`src/rtl/wdt_cfg.svh`:
```
/*
 * Offsets, field positions, reset values and timing counts of the watchdog.
 * Assumes an 8-bit byte-wide register port decoded on the low address bits.
 */
`ifndef WDT_CFG_SVH
`define WDT_CFG_SVH

// ----------------------------------------------------------------------
// Register offsets
// ----------------------------------------------------------------------
`define OFS_PRELOAD1_B0 8'h00
`define OFS_PRELOAD1_B1 8'h01
`define OFS_PRELOAD1_B2 8'h02
`define OFS_PRELOAD2_B0 8'h04
`define OFS_PRELOAD2_B1 8'h05
`define OFS_PRELOAD2_B2 8'h06
`define OFS_RELOAD_LO 8'h0C
`define OFS_RELOAD_HI 8'h0D
`define OFS_CONFIG 8'h10
`define OFS_VIEW_LOW 8'h14
`define OFS_VIEW_MID 8'h15
`define OFS_VIEW_TOP 8'h16
`define OFS_LOCK_CTRL 8'h18

// ----------------------------------------------------------------------
// Field positions
// ----------------------------------------------------------------------
`define BIT_FREEZE 0
`define BIT_RUN 1
`define BIT_REPEAT 2
`define BIT_KICK 0
`define BIT_EXPIRY 1
`define BIT_PRESCALE 2
`define BIT_OUT_DISABLE 5

// ----------------------------------------------------------------------
// Keys, reset values and counts
// ----------------------------------------------------------------------
`define KEY_FIRST 8'h80
`define KEY_SECOND 8'h86
`define RST_PRELOAD 20'hFFFFF
`define RST_LOCK 8'h00
`define RST_CONFIG 8'h00
`define CNT_W 35
`define PRE_W 20
`define SHIFT_SLOW 15
`define SHIFT_FAST 5

`endif

```
`src/rtl/wdt_pkg.sv`:
```
/*
 * Types shared by the watchdog files.
 * Assumes the constants header is included alongside.
 */
package wdt_pkg;
	typedef enum logic [2:0] {
		ST_IDLE = 3'b001,
		ST_STAGE1 = 3'b010,
		ST_STAGE2 = 3'b100
	} stage_t;

	typedef enum logic [2:0] {
		UK_NONE = 3'b001,
		UK_FIRST = 3'b010,
		UK_OPEN = 3'b100
	} unlock_t;
endpackage

```
`src/rtl/wdt_core.sv`:
```
/*
 * Two-stage watchdog with byte register port, lock register and expiry pin.
 * Assumes a host issuing single-cycle byte reads/writes on REF_CLK.
 */
`timescale 1ns/1ps
`include "wdt_cfg.svh"

// Notes on behaviour
// Counter bits 15:8 and 19:16 of the upper twenty readable; top nibble reserved.
// Counter view reads are indeterminate; software treats them as reserved.
// Counter decrements every enabled clock while running.
// Each new stage loads its preload value into the counter.
// Run-enable rising loads preload one and starts counting.
// By default expiry output goes high once and stays until reset.
// Run-enable is lock bit 1; ignored while the freeze bit is set.
// Preload one reloads on enable rise or unlocked kick write.
// A timeout requests a reset.
// Software kicks before disabling so no timeout is imminent.
// Freeze bit 0 set once locks register until hard reset.
// Second consecutive zero without kick sets flag and drives output high.
// Repeat select bit 2 toggles output on each later timeout.
// Kick, flag and preload writes accepted only after unlocking.
// Unlock is byte 80 then 86 written to offset 0Ch.
// Any other write abandons a partial unlock sequence.
// Unlock accesses must be single-byte cycles.
// Guarded registers relock after one write.
// Software kicks periodically: unlock then write 1 to bit 8.
// All activity halts while the bus clock is stopped.
// Prescale 0 loads preload into bits 34:15, 1 into bits 24:5.
// Expiry flag survives host reset; cleared by unlocked write of 1.
// Software programs each preload as period minus one.
// First stage expiry loads preload two for a second stage.
module wdt_core #(
	parameter int CNT_WIDTH = `CNT_W,
	parameter int PRE_WIDTH = `PRE_W
) (
	input wire logic REF_CLK,
	input wire logic NRST,
	input wire logic NRST_RTC,
	input wire logic CE,
	input wire logic WR,
	input wire logic RD,
	input wire logic BYTE_ACCESS,
	input wire logic [7:0] ADDR,
	input wire logic [7:0] WDATA,
	output logic [7:0] RDATA,
	output logic RVALID,
	output logic EXPIRY_OUTPUT,
	output logic RESET_REQ,
	output wdt_pkg::stage_t STAGE
);
	import wdt_pkg::*;

	logic [PRE_WIDTH-1:0] preload1_q;
	logic [PRE_WIDTH-1:0] preload2_q;
	logic [7:0] lock_q;
	logic [7:0] config_q;
	logic [CNT_WIDTH-1:0] count_q;
	logic expiry_flag_q;
	logic expiry_output_q;
	logic reset_req_q;
	logic [7:0] rdata_q;
	logic rvalid_q;
	stage_t stage_q;
	logic open;
	logic wr_en;
	logic guarded_wr;
	logic kick;
	logic run_rise;
	logic run_d;
	logic at_zero;
	logic [CNT_WIDTH-1:0] load1;
	logic [CNT_WIDTH-1:0] load2;

	// ----------------------------------------------------------------------
	// Unlock sequencer
	// ----------------------------------------------------------------------
	wdt_unlock u_unlock (
		.clk(REF_CLK),
		.rst_n(NRST),
		.ce(CE),
		.wr(WR),
		.byte_access(BYTE_ACCESS),
		.addr(ADDR),
		.wdata(WDATA),
		.open_q(open)
	);

	// Nothing moves while the clock enable is low
	assign wr_en = CE && WR;
	assign guarded_wr = wr_en && open;
	assign kick = guarded_wr && ADDR == `OFS_RELOAD_HI && WDATA[`BIT_KICK];

	// ----------------------------------------------------------------------
	// Preload registers
	// ----------------------------------------------------------------------
	always_ff @(posedge REF_CLK) begin
		if (!NRST) begin
			preload1_q <= PRE_WIDTH'(`RST_PRELOAD);
			preload2_q <= PRE_WIDTH'(`RST_PRELOAD);
		end else if (guarded_wr) begin
			unique case (ADDR)
				`OFS_PRELOAD1_B0: preload1_q[7:0] <= WDATA;
				`OFS_PRELOAD1_B1: preload1_q[15:8] <= WDATA;
				`OFS_PRELOAD1_B2: preload1_q[19:16] <= WDATA[3:0];
				`OFS_PRELOAD2_B0: preload2_q[7:0] <= WDATA;
				`OFS_PRELOAD2_B1: preload2_q[15:8] <= WDATA;
				`OFS_PRELOAD2_B2: preload2_q[19:16] <= WDATA[3:0];
				default: begin
				end
			endcase
		end
	end

	// ----------------------------------------------------------------------
	// Configuration and lock registers
	// ----------------------------------------------------------------------
	always_ff @(posedge REF_CLK) begin
		if (!NRST) begin
			config_q <= `RST_CONFIG;
		end else if (wr_en && ADDR == `OFS_CONFIG) begin
			config_q <= {2'h0, WDATA[5:0]};
		end
	end

	always_ff @(posedge REF_CLK) begin
		if (!NRST) begin
			lock_q <= `RST_LOCK;
		end else if (wr_en && ADDR == `OFS_LOCK_CTRL && !lock_q[`BIT_FREEZE]) begin
			// Freeze bit only ever goes 0 to 1
			lock_q[`BIT_REPEAT] <= WDATA[`BIT_REPEAT];
			lock_q[`BIT_RUN] <= WDATA[`BIT_RUN];
			lock_q[`BIT_FREEZE] <= WDATA[`BIT_FREEZE];
		end
	end

	assign run_d = lock_q[`BIT_RUN];

	// ----------------------------------------------------------------------
	// Down counter and stages
	// ----------------------------------------------------------------------
	logic run_prev_q;
	always_ff @(posedge REF_CLK) begin
		if (!NRST) begin
			run_prev_q <= 1'b0;
		end else if (CE) begin
			run_prev_q <= run_d;
		end
	end
	assign run_rise = run_d && !run_prev_q;

	// Preload justified by prescale choice
	assign load1 = config_q[`BIT_PRESCALE] ?
		(CNT_WIDTH'(preload1_q) << `SHIFT_FAST) :
		(CNT_WIDTH'(preload1_q) << `SHIFT_SLOW);
	assign load2 = config_q[`BIT_PRESCALE] ?
		(CNT_WIDTH'(preload2_q) << `SHIFT_FAST) :
		(CNT_WIDTH'(preload2_q) << `SHIFT_SLOW);
	assign at_zero = (count_q == '0);

	always_ff @(posedge REF_CLK) begin
		if (!NRST) begin
			stage_q <= ST_IDLE;
			count_q <= '0;
		end else if (CE) begin
			if (!run_d) begin
				stage_q <= ST_IDLE;
			end else if (run_rise || kick) begin
				stage_q <= ST_STAGE1; // see
				count_q <= load1;
			end else begin
				unique case (stage_q)
					ST_IDLE: begin
						stage_q <= ST_STAGE1;
						count_q <= load1;
					end
					ST_STAGE1: begin
						if (at_zero) begin
							stage_q <= ST_STAGE2;
							count_q <= load2;
						end else begin
							count_q <= count_q - 1'b1;
						end
					end
					ST_STAGE2: begin
						if (at_zero) begin
							// Timeout; start over so repeat mode sees later ones
							stage_q <= ST_STAGE1;
							count_q <= load1;
						end else begin
							count_q <= count_q - 1'b1;
						end
					end
					default: begin
						stage_q <= ST_IDLE;
					end
				endcase
			end
		end
	end

	logic timeout;
	assign timeout = CE && run_d && !run_rise && !kick && stage_q == ST_STAGE2 && at_zero;

	// ----------------------------------------------------------------------
	// Expiry flag, kept on the always-on reset
	// ----------------------------------------------------------------------
	always_ff @(posedge REF_CLK) begin
		if (!NRST_RTC) begin
			expiry_flag_q <= 1'b0;
		end else if (timeout) begin
			expiry_flag_q <= 1'b1;
		end else if (guarded_wr && ADDR == `OFS_RELOAD_HI && WDATA[`BIT_EXPIRY]) begin
			expiry_flag_q <= 1'b0;
		end
	end

	always_ff @(posedge REF_CLK) begin
		if (!NRST) begin
			expiry_output_q <= 1'b0;
		end else if (timeout && !config_q[`BIT_OUT_DISABLE]) begin
			if (!expiry_output_q) begin
				expiry_output_q <= 1'b1; // see
			end else if (lock_q[`BIT_REPEAT]) begin
				expiry_output_q <= 1'b0;
			end
		end
	end

	always_ff @(posedge REF_CLK) begin
		if (!NRST) begin
			reset_req_q <= 1'b0;
		end else if (CE) begin
			reset_req_q <= timeout;
		end
	end

	// ----------------------------------------------------------------------
	// Read port
	// ----------------------------------------------------------------------
	// Counter views are a snapshot with no coherence across bytes
	logic [PRE_WIDTH-1:0] upper;
	assign upper = count_q[CNT_WIDTH-1 -: PRE_WIDTH];

	always_ff @(posedge REF_CLK) begin
		if (!NRST) begin
			rdata_q <= 8'h00;
			rvalid_q <= 1'b0;
		end else if (CE) begin
			rvalid_q <= RD;
			if (RD) begin
				unique case (ADDR)
					`OFS_PRELOAD1_B0: rdata_q <= preload1_q[7:0];
					`OFS_PRELOAD1_B1: rdata_q <= preload1_q[15:8];
					`OFS_PRELOAD1_B2: rdata_q <= {4'h0, preload1_q[19:16]};
					`OFS_PRELOAD2_B0: rdata_q <= preload2_q[7:0];
					`OFS_PRELOAD2_B1: rdata_q <= preload2_q[15:8];
					`OFS_PRELOAD2_B2: rdata_q <= {4'h0, preload2_q[19:16]};
					`OFS_RELOAD_HI: rdata_q <= {6'h00, expiry_flag_q, 1'b0};
					`OFS_CONFIG: rdata_q <= config_q;
					`OFS_VIEW_LOW: rdata_q <= upper[7:0];
					`OFS_VIEW_MID: rdata_q <= upper[15:8]; // see
					`OFS_VIEW_TOP: rdata_q <= {4'h0, upper[19:16]};
					`OFS_LOCK_CTRL: rdata_q <= lock_q;
					default: rdata_q <= 8'h00;
				endcase
			end
		end
	end

	assign RDATA = rdata_q;
	assign RVALID = rvalid_q;
	assign EXPIRY_OUTPUT = expiry_output_q;
	assign RESET_REQ = reset_req_q;
	assign STAGE = stage_q;
endmodule // wdt_core

```
`src/rtl/wdt_unlock.sv`:
```
/*
 * Two-key unlocking sequencer guarding writes to protected registers.
 * Assumes byte-wide write strobes, one cycle each, synchronous to REF_CLK.
 */
`timescale 1ns/1ps
`include "wdt_cfg.svh"

module wdt_unlock (
	input wire logic clk,
	input wire logic rst_n,
	input wire logic ce,
	input wire logic wr,
	input wire logic byte_access,
	input wire logic [7:0] addr,
	input wire logic [7:0] wdata,
	output logic open_q
);
	import wdt_pkg::*;

	unlock_t state_q;

	assign open_q = (state_q == UK_OPEN);

	// ----------------------------------------------------------------------
	// Key sequence
	// ----------------------------------------------------------------------
	always_ff @(posedge clk) begin
		if (!rst_n) begin
			state_q <= UK_NONE;
		end else if (ce && wr) begin
			// Any write moves the sequence; wrong keys restart it
			unique case (state_q)
				UK_NONE: begin
					if (byte_access && addr == `OFS_RELOAD_LO && wdata == `KEY_FIRST) begin
						state_q <= UK_FIRST;
					end
				end
				UK_FIRST: begin
					if (byte_access && addr == `OFS_RELOAD_LO && wdata == `KEY_SECOND) begin
						state_q <= UK_OPEN;
					end else begin
						state_q <= UK_NONE; // see
					end
				end
				UK_OPEN: begin
					state_q <= UK_NONE;
				end
				default: begin
					state_q <= UK_NONE;
				end
			endcase
		end
	end
endmodule // wdt_unlock

```
`config.mk`:
```
export PLATFORM = sky130hd
export DESIGN_NAME = wdt_core
export DESIGN_NICKNAME = d
export VERILOG_FILES = /design/src/rtl/wdt_pkg.sv /design/src/rtl/wdt_core.sv /design/src/rtl/wdt_unlock.sv
export VERILOG_INCLUDE_DIRS = /design/src /design/src/rtl
export SDC_FILE = /design/constraint.sdc
export NUM_CORES = 1
export LEC_CHECK = 0
export BUFFER_PORTS_ARGS = -buffer_cell sky130_fd_sc_hd__buf_2
export CAP_MARGIN = 20
export CELL_PAD_IN_SITES_DETAIL_PLACEMENT = 1
export CELL_PAD_IN_SITES_GLOBAL_PLACEMENT = 2
export CORE_ASPECT_RATIO = 1.4
export CORE_UTILIZATION = 34
export DETAILED_ROUTE_END_ITERATION = 16
export PLACE_DENSITY_LB_ADDON = 0.1
export SETUP_SLACK_MARGIN = 0.15
export SYNTH_ARGS = -nofsm -noshare
export SYNTH_HDL_FRONTEND = slang
export SYNTH_SLANG_ARGS = --single-unit
```
`constraint.sdc`:
```
create_clock -name REF_CLK -period 2.5 [get_ports REF_CLK]
set_input_delay 0.375 -clock REF_CLK [delete_from_list [all_inputs] [get_ports REF_CLK]]
set_output_delay 0.375 -clock REF_CLK [all_outputs]
set_load 0.05 [all_outputs]
```
After elaboration in Yosys (flattened, before gate mapping)
Cells that the tools add are included.
{"block": "totals", "regBits": 103, "in_bits": 23, "output_inout_bits": 14, "elab_cells": 98}
{"block": "op_classes", "addsub": 1, "eq_ne": 23, "muxes": 19, "n_reduce_logical": 38}
{"op": "$mux 35", "n": 5}
{"op": "$pmux 35 s3", "n": 1}
{"op": "$pmux 8 s12", "n": 1}
{"op": "$eq 8x5->1 const B", "n": 5}
{"op": "$logic_not 35->1", "n": 1}
{"op": "$sub 35x1->35 const B", "n": 1}
{"op": "$eq 8x3->1 const B", "n": 3}
{"op": "$logic_and 1x1->1", "n": 18}
{"op": "$mux 3", "n": 6}
{"op": "$eq 8x4->1 const B", "n": 2}
{"op": "$eq 8x8->1 const B", "n": 2}
{"op": "$reduce_and 2->1", "n": 8}
{"op": "$pmux 3 s3", "n": 1}
{"op": "$eq 8x1->1 const B", "n": 1}
{"op": "$eq 8x2->1 const B", "n": 1}
{"op": "$logic_not 8->1", "n": 1}
{"op": "$ne 4x4->1 const B", "n": 2}
{"op": "$eq 3x1->1 const B", "n": 2}
{"op": "$eq 3x2->1 const B", "n": 2}
{"op": "$eq 3x3->1 const B", "n": 2}
{"op": "$pmux 3 s2", "n": 1}
{"op": "$reduce_and 3->1", "n": 2}
{"op": "$logic_not 1->1", "n": 5}
{"op": "$mux 1", "n": 4}
{"op": "other kinds (4)", "n": 4}

Depth between registers and ports, before layout
Gate-level depths: netlist (run 1).
{"block": "depth", "ltp_word": 9, "depth_mapped": 10}

Hierarchy
A second synthesis (run 1) with hierarchy kept.
{"block": "hier_totals", "hier_cells": 800, "area_unflattened_um2": 6429.9}
{"module": "wdt_core", "instances": 1, "cells_per_inst": 779, "area_each_um2": 6238.5, "seq_area_each_um2": 2001.9}
{"module": "wdt_unlock", "instances": 1, "cells_per_inst": 21, "area_each_um2": 191.4, "seq_area_each_um2": 60.1}

Worst setup path after synthesis (run 1)
OpenSTA, ideal clock, no wires.
{"block": "synth_path", "kind": "input -> register", "from": "in ADDR[4]", "to": "reg stage_q[1] (netlist: STAGE[1])", "setup_time_ps": 117, "arrival_time_ps": 2439, "slack_ps": -56, "stages": 8, "path_cell_list": "buf_6 > or4_4 > buf_6 > or4_4 > and2_1 > buf_6 > a31o_1 > a32o_1"}
{"block": "synth_between", "elab_chain_cells": 6, "elab_cells_between_ends": 9}
{"element": "from (decl)", "line_no": "wdt_core.sv:44", "source": "input wire logic [7:0] ADDR,"}
{"element": "$eq 8x4->1 (*)"}
{"element": "$logic_and 1x1->1 (no source line) (*)"}
{"element": "$logic_and 1x1->1 (*)", "line_no": "wdt_core.sv:92", "source": "assign kick = guarded_wr && ADDR == `OFS_RELOAD_HI && WDATA[`BIT_KICK];"}
{"element": "$logic_or 1x1->1 (*)", "line_no": "wdt_core.sv:168", "source": "end else if (run_rise || kick) begin"}
{"element": "$ne 4x4->1 (no source line) / $mux 3 (equally long branches)"}
{"element": "$reduce_and 3->1 (no source line) / $mux 3 (equally long branches)"}
{"element": "to (signal assigned)", "line_no": "wdt_core.sv:167", "source": "stage_q <= ST_IDLE;"}
{"element": "to (signal assigned)", "line_no": "wdt_core.sv:169", "source": "stage_q <= ST_STAGE1;"}
{"element": "to (signal assigned)", "line_no": "wdt_core.sv:174", "source": "stage_q <= ST_STAGE1;"}
{"element": "to (decl)", "line_no": "wdt_core.sv:64", "source": "stage_t stage_q;"}
Every way passes the cells marked *; elsewhere a longest branch is shown, timed or not.
A chain may end at the register's enable or synchronous reset.

Final worst setup path (run 1)
{"block": "layout_path", "from": "reg u_unlock.state_q[2]", "to": "reg count_q[10]"}
{"block": "layout_between", "elab_chain_cells": 7, "elab_cells_between_ends": 8}
{"element": "from (decl)", "line_no": "wdt_unlock.sv:20", "source": "unlock_t state_q;"}
{"element": "from (signal assigned)", "line_no": "wdt_unlock.sv:29", "source": "state_q <= UK_NONE;"}
{"element": "from (signal assigned)", "line_no": "wdt_unlock.sv:35", "source": "state_q <= UK_FIRST;"}
{"element": "from (signal assigned)", "line_no": "wdt_unlock.sv:40", "source": "state_q <= UK_OPEN;"}
{"element": "$eq 3x3->1 (*)", "line_no": "wdt_unlock.sv:22", "source": "assign open_q = (state_q == UK_OPEN);"}
{"element": "$logic_and 1x1->1 (*)", "line_no": "wdt_core.sv:91", "source": "assign guarded_wr = wr_en && open;"}
{"element": "$logic_and 1x1->1 (no source line) (*)"}
{"element": "$logic_and 1x1->1 (*)", "line_no": "wdt_core.sv:92"}
{"element": "$logic_or 1x1->1 (*)", "line_no": "wdt_core.sv:168"}
{"element": "$reduce_bool 4->1 (no source line)"}
{"element": "$reduce_and 3->1 (no source line)"}
{"element": "to (signal assigned)", "line_no": "wdt_core.sv:170", "source": "count_q <= load1;"}
{"element": "to (signal assigned)", "line_no": "wdt_core.sv:175", "source": "count_q <= load1;"}
{"element": "to (signal assigned)", "line_no": "wdt_core.sv:180", "source": "count_q <= load2;"}
{"element": "to (decl)", "line_no": "wdt_core.sv:58", "source": "logic [CNT_WIDTH-1:0] count_q;"}
Marked as above.

==> results.md, run 1 <==
- Worst slew margin: 0.5013
- Area taken by flip-flops and latches: 2067 um^2
- H-Tree Depth: 3
- Vias: 6,997
- Hold Startpoint: NRST_RTC
- Post-synthesis sequential area ratio: 0.3245
- # rows: 58
- Synth Area per Inst: 8.024 um^2
- Buffers on Ports: 36
- Final Cycle Share: 0.9325
- Worst slack at placement: -152.6 ps
- Clock Sink Count: 103
- Critical Path Start Type: flop
- Finished Layout Cells: 1,154
- IO Pins: 37
- CP Data Required Time: 2740 ps
- GRT overflow: 0
- CP arrival: 2570 ps
- Total die area: 19,250 um^2
- Peak VDD IR: 0.0002689 V
- Core area: 18,140 um^2
- Starting Density: 0.3503
- Final Hold Viols: 0
- Post-Synthesis Cells: 792
- DR WL/cell: 25.31 um
- Die Height: 163.8 um
- Worst Path Class, Setup: reg -> reg
- Delay-heaviest family, CP: simple AND/OR/NAND/NOR gates
- Max cap viols: 0
- RSZ-0062 raised after global routing: true
- 1st-pass router iterations: 5
- Fmax: 429.0 MHz
- Cell Area, Synth: 6355 um^2
- Clock-pin slew on the worst setup and hold paths: 90 ps
- Vias per cell: 6.063
- First-pass GRT wire length: 44,600 um
- PwrDens: 415.5 nW/um^2
- Tmin final: 2331 ps
- Die width: 117.5 um
- Seq pwr share: 0.479
- Post-route setup slack: 168.8 ps
- NetSw: 963.4 uW
- Fill cells: 2,210
- Total GRT Usage: 0.3063
- Slew Viols, Final: 0
- Wirelength, routed: 29,210 um
- Int Pwr: 2464 uW
- CTS Hold Bufs: 0
- Worst reg2reg startpoint: u_unlock.state_q[2]
- Syn nets: 817
- Power Total: 3428 uW
- Largest stage delay on the critical path: 620 ps
- Worst skew pair latency: 370 ps
- Antenna Nets Post-Route: 0
- Worst-Margin Slew: 743.1 ps
- Switching power share of the total: 0.2811
- Reg2Reg Setup Slack: 170 ps
- Crit path buf inv count: 1
- Share of power burned in combinational logic: 0.076
- Initial DRC Count: 379
- Worst Setup End Kind: flop
- Primary FF master, synth: dfxtp_1
- Ys async rst share: 0
- Hold EP: expiry_flag_q
- Multi-input gate area: 4242 um^2
- Post-DP HPWL: 22,120 um
- Area leader, netlist: dfxtp_1
- Area grow syn2layout: 29.81%
- Post-synth EDFFs: 0
- Setup Viol. Count Final: 0
- Placer Congestion: 0.9347
- R2R Path End: count_q[10]
- Share of the synthesized area in the top cell type: 0.3245
- Clock share of power: 0.445
- Initial antenna violation count: 0
- Fin nets: 934
- Clock Skew: 15.58 ps
- Ant diodes: 0
- Pin count of the biggest net entering global routing: 61
- Slowest CP cell: or4_4
- WHS: 219.1 ps
- Num CTS Buffers: 9
- Pleak: 0.003252 uW
- Status: complete, no violations
- DR DRC count: 0
- Yosys cell types: 72
- Crit path from: u_unlock.state_q[2]
- Hold Path Cell Cnt: 2
- Share of cells above drive strength 1: 0.2812
- Seq cells post-synth: 103
- CTS tree: built
- Placed instance count: 1,127
- Yosys Warn Count: 0
- Worst-path fanout max: 11
- Vias in the first global route: 7,206
- Reg2reg path depth: 7
- CTS root buf: clkbuf_16
- Worst Hold Class: in -> reg
- Clock tree buffer depth: 2
- Synth top area cells: dfxtp_1 32%, mux2i_1 8.7%, nand2_1 6.2%
- Cells along the critical path: or3b_4, or4_4, nand2_4, nor2_4, buf_12, a221oi_1, a21oi_1
-- state kept, by name, summed over array words and instances, names as in the netlist, 3 cells and up --
signal / flops
count_q: 35
preload1_q: 20
preload2_q: 20
RDATA: 8
config_q: 6
STAGE: 3
lock_q: 3
u_unlock.state_q: 3
-- stage by stage --
stage / utilization / area [um^2] / TNS, ps
2_1_floorplan: - / 6420 / 0
3_3_place_gp: 0.4177 / 7577 / -1126
3_5_place_dp: 0.4177 / 7577 / -2485
4_1_cts: 0.4447 / 8068 / 0
5_1_grt: 0.4547 / 8249 / 0
6_report: 0.4547 / 8249 / 0
-- how the worst max path moves through the flow --
stage / end / depth (start not counted)
6_report: count_q[10] / 7
3_5_place_dp: count_q[21] / 7
5_1_grt: count_q[6] / 7
2_1_floorplan: STAGE[1] / 8
3_3_place_gp: count_q[21] / 7
4_1_cts: EXPIRY_OUTPUT / 10
-- cells in the final DEF (no fill, tap or decap), drive strengths merged, types with 4 or more instances in the layout --
master and n:
nand4 11, nor4 22, a211oi 7, nand2b 9, and3 5, xor2 9
buf 167, xnor2 10, dfxtp 103, nor2b 9, o41ai 6, a21oi 46
o21ai 42, a22o 7, or4 8, a222oi 4, and2 6, a31oi 5
nor3 36, a22oi 17, a221oi 13, a32o 5, clkinv 4, clkbuf 9
inv 12, o221ai 6, nand3 43, mux2 14, o31ai 4, nor3b 4
nor2 51, and4 5, nand2 106, mux2i 55, or3 4, o22ai 11
-- timing repair --
action	in CTS	in global routing
pin swaps	3	15
resized for setup	15	35
setup endpoints to repair	36	27
buffers inserted	8	3
-- worst register-to-register path, cell delays in order, from the launching register on --
cell and delay, ps:
dfxtp_2 360, or3b_4 410, or4_4 620, nand2_4 150, nor2_4 100, buf_12 160, a221oi_1 300, a21oi_1 120
-- cells by family after synthesis --
logic type,Yosys count,share of synthesized area
AND/OR/NAND/NOR,333,0.2725
AO/OA/AOI/OAI,196,0.2128
flip-flops,103,0.3245
buffers and inverters,70,0.04863
multiplexers,69,0.1114
XOR/XNOR,19,0.02619
adder cells (fa/ha/maj),2,0.003937
-- cell usage after synthesis, types with 4 or more instances --
| cell | number |
|---|---|
| nand2_1 | 105 |
| dfxtp_1 | 103 |
| mux2i_1 | 55 |
| nor2_1 | 51 |
| a21oi_1 | 46 |
| nand3_1 | 43 |
| o21ai_0 | 39 |
| clkbuf_1 | 34 |
| nor3_1 | 30 |
| nor4_1 | 19 |
| a22oi_1 | 17 |
| mux2_2 | 14 |
| buf_2 | 13 |
| a221oi_1 | 12 |
| o22ai_1 | 11 |
| buf_1 | 10 |
| nand4_1 | 10 |
| xnor2_1 | 10 |
| inv_1 | 9 |
| nand2b_1 | 9 |
| nor2b_1 | 9 |
| xor2_1 | 9 |
| a211oi_1 | 7 |
| a22o_1 | 7 |
| and2_1 | 6 |
| o221ai_1 | 6 |
| or4_1 | 6 |
| a31oi_1 | 5 |
| a32o_1 | 5 |
| and3_1 | 5 |
| and4_1 | 5 |
| o41ai_1 | 5 |
| a222oi_1 | 4 |
| buf_6 | 4 |
| nor3_2 | 4 |
| nor3b_1 | 4 |
| o31ai_1 | 4 |
| or3_1 | 4 |
-- metal layers --
layer / GRT usage / wire (um) / part of all wire
met1: 0.3636 / 12040 / 0.41
met2: 0.5382 / 14280 / 0.49
met3: 0.03160 / 1121 / 0.038
met4: 0.1772 / 1770 / 0.061
met5: 0 / 0 / 0
-- power groups by stage --
stage               combinational (uW)  clock [uW]  sequential, uW
floorplan                          122           0            1680
global placement                   241           0            1680
detailed placement                 245           0            1680
CTS                                248        1550            1640
global route                       276        1610            1640
finish                             261        1520            1640
-- layout make-up --
cell class              instances  share of cell area
clock buffers                   9             0.02730
clock inverters                 7             0.01138
inverters                       9            0.004095
multi-input cells             619              0.5142
flip-flops and latches        103              0.2506
well taps                     240             0.03640
repair buffers                167              0.1561
Power figures use the tool's default switching activity.
==> run 2: changes to the inputs <==
CORE_MARGIN = 2   (was not set)
==> run 2 against run 1 <==
Effect of this change: combinational power barely moved; clock-buffer cell count did not move; register-to-register slack improved by 40 ps; sequential share of layout area rose by 0.072 points; die area rose by 2.9%; clock skew fell by 3.2 ps.
==> results.md, run 2 (synthesized netlist as in run 1, its figures left out) <==
- Most common library cell in the layout ignoring fill and taps: buf_4 (unchanged)
- Max cap viols: 0 (unchanged)
- Post-DP HPWL: 21,650 um (was 22,120 um)
- Regs by FF count: count_q: 35 flops, preload1_q: 20 flops, preload2_q: 20 flops (unchanged)
- Cells along the critical path: or3b_4, or4_4, and2_4, buf_6, a31o_4, a32o_1 (was or3b_4, or4_4, nand2_4, nor2_4, buf_12, a221oi_1, a21oi_1)
- Global routing's busiest layer: met2 (unchanged)
- GRT overflow: 0 (unchanged)
- First-pass GRT wire length: 43,940 um (was 44,600 um)
- Core area: 18,460 um^2 (was 18,140 um^2)
- Worst skew pair latency: 370 ps (about the same)
- Total die area: 19,820 um^2 (was 19,250 um^2)
- Worst-path fanout max: 6 (was 11)
- Worst Hold Class: in -> reg (unchanged)
- Worst Path Class, Setup: reg -> reg (unchanged)
- Die Height: 165.8 um (was 163.8 um)
- Clock Skew: 12.35 ps (was 15.58 ps)
- Vias: 7,014 (was 6,997)
- Tmin final: 2296 ps (was 2331 ps)
- Slew Viols, Final: 0 (unchanged)
- Worst slew margin: 0.5084 (was 0.5013)
- Finished Cell Area: 8230 um^2 (was 8249 um^2)
- Share of cells above drive strength 1: 0.2823 (was 0.2812)
- Placer Congestion: 0.9542 (was 0.9347)
- Wirelength, routed: 28,880 um (was 29,210 um)
- Worst Setup End Kind: flop (unchanged)
- Critical Path Start Type: flop (unchanged)
- Clock tree buffer depth: 2 (unchanged)
- Area after DPL: 7575 um^2 (was 7577 um^2)
- Vias per cell: 6.057 (was 6.063)
- CP arrival: 2560 ps (was 2570 ps)
- CTS tree: built (unchanged)
- Clock Sink Count: 103 (unchanged)
- Crit path from: u_unlock.state_q[0] (was u_unlock.state_q[2])
- Met1 GRT Util: 0.3455 (was 0.3636)
- Initial DRC Count: 406 (was 379)
- Final Hold Viols: 0 (unchanged)
- Power Total: 3417 uW (was 3428 uW)
- DR DRC count: 0 (unchanged)
- Antenna Nets Post-Route: 0 (unchanged)
- Pin count of the biggest net entering global routing: 37 (was 61)
- PwrDens: 415.1 nW/um^2 (was 415.5 nW/um^2)
- Largest stage delay on the critical path: 620 ps (about the same)
- IO Pins: 37 (unchanged)
- Met2 usage: 0.5076 (was 0.5382)
- Setup Viol. Count Final: 0 (unchanged)
- Num CTS Buffers: 9 (unchanged)
- Die width: 119.5 um (was 117.5 um)
- Most flops, register: count_q (unchanged)
- Initial antenna violation count: 0 (unchanged)
- Fmax: 435.6 MHz (was 429.0 MHz)
- Pleak: 0.003246 uW (was 0.003252 uW)
- H-Tree Depth: 3 (unchanged)
- Clock-pin slew on the worst setup and hold paths: 80 ps (was 90 ps)
- RSZ-0062 raised after global routing: true (unchanged)
- Worst-Margin Slew: 728.2 ps (was 743.1 ps)
- 1st-pass router iterations: 5 (unchanged)
- Starting Density: 0.3443 (was 0.3503)
- Vias in the first global route: 7,288 (was 7,206)
- Slowest CP cell: or4_4 (unchanged)
- Max FFs per register: 35 (unchanged)
- DR WL/cell: 24.94 um (was 25.31 um)
- Buffers on Ports: 36 (unchanged)
- M3 GR Usage: 0.02953 (was 0.03160)
- # rows: 59 (was 58)
- CTS root buf: clkbuf_16 (unchanged)
- Peak VDD IR: 0.0002863 V (was 0.0002689 V)
- Status: complete, no violations (unchanged)
- Total GRT Usage: 0.2897 (was 0.3063)
- Final Cycle Share: 0.9182 (was 0.9325)
- Commonest cells after routing, fill and taps aside: 120 x buf_4, 103 x nand2_1, 98 x dfxtp_1 (was 119 x buf_4, 103 x nand2_1, 99 x dfxtp_1)
- Fin nets: 934 (unchanged)
- Hold Startpoint: NRST_RTC (unchanged)
- Worst slack at placement: -326.4 ps (was -152.6 ps)
- CP Data Required Time: 2760 ps (was 2740 ps)
- Ant diodes: 0 (unchanged)
- Post-route setup slack: 204.4 ps (was 168.8 ps)
- Worst reg2reg startpoint: u_unlock.state_q[0] (was u_unlock.state_q[2])
- Area grow syn2layout: 29.51% (was 29.81%)
run 2: cell count changes in the layout (fill, tap and decap cells not counted), sizes merged:
cell,change
buf,-1
nor2,+1
run 2: path summary, 6_finish.rpt:
kind,to,slack (ps),cells past startpoint
setup / recovery,STAGE[1],200,6
hold / removal,expiry_flag_q,210,2
setup reg to reg,STAGE[1],200,6
hold reg to reg,RDATA[1],470,2
run 2: metrics by stage:
step,std cells,TNS [ps],hold slack (ps),util
after global placement,1130,-1814,433.7,0.4104
final,1158,0,213.2,0.4460
after global routing,1158,0,225.3,0.4460
after CTS,1150,0,213.7,0.4355
after detailed placement,1130,-4306,447.3,0.4104
after floorplan,792,0,456.1,-
run 2: timing repair:
item | in CTS | in global routing
buffers inserted | 4 | 7
resized for setup | 16 | 32
pin swaps | 4 | 11
cloned | 0 | 1
endpoints found under the setup margin | 39 | 36
hold buffers | 0 | 0
run 2: per-layer routing:
layer	wire length, um	up-vias
met3	1448	79
met2	14170	262
met5	0	-
met4	1690	0
met1	11570	3475
li1	-	3198
run 2: critical path: cells and delay by family, from the launching register on:
family	cells	cell delay [ps]
AO/OA/AOI/OAI	2	460
buffers and inverters	1	140
flip-flops	1	330
AND/OR/NAND/NOR	3	1260
run 2: cell type report:
cell class | count | area [um^2]
Tap cell | 244 | 305.3
Fill cell | 2229 | 10220
Timing Repair Buffer | 166 | 1264
Multi-Input combinational cell | 620 | 4243
Inverter | 9 | 33.78
Clock buffer | 9 | 225.2
Sequential cell | 103 | 2068
Clock inverter | 7 | 91.34
run 2: power breakdown:
| part | switching (uW) | internal, uW | total [uW] |
|---|---|---|---|
| clock | 788 | 726 | 1510 |
| sequential | 1.16 | 1640 | 1640 |
| combinational | 168 | 93.1 | 261 |
| total | 957 | 2460 | 3420 |
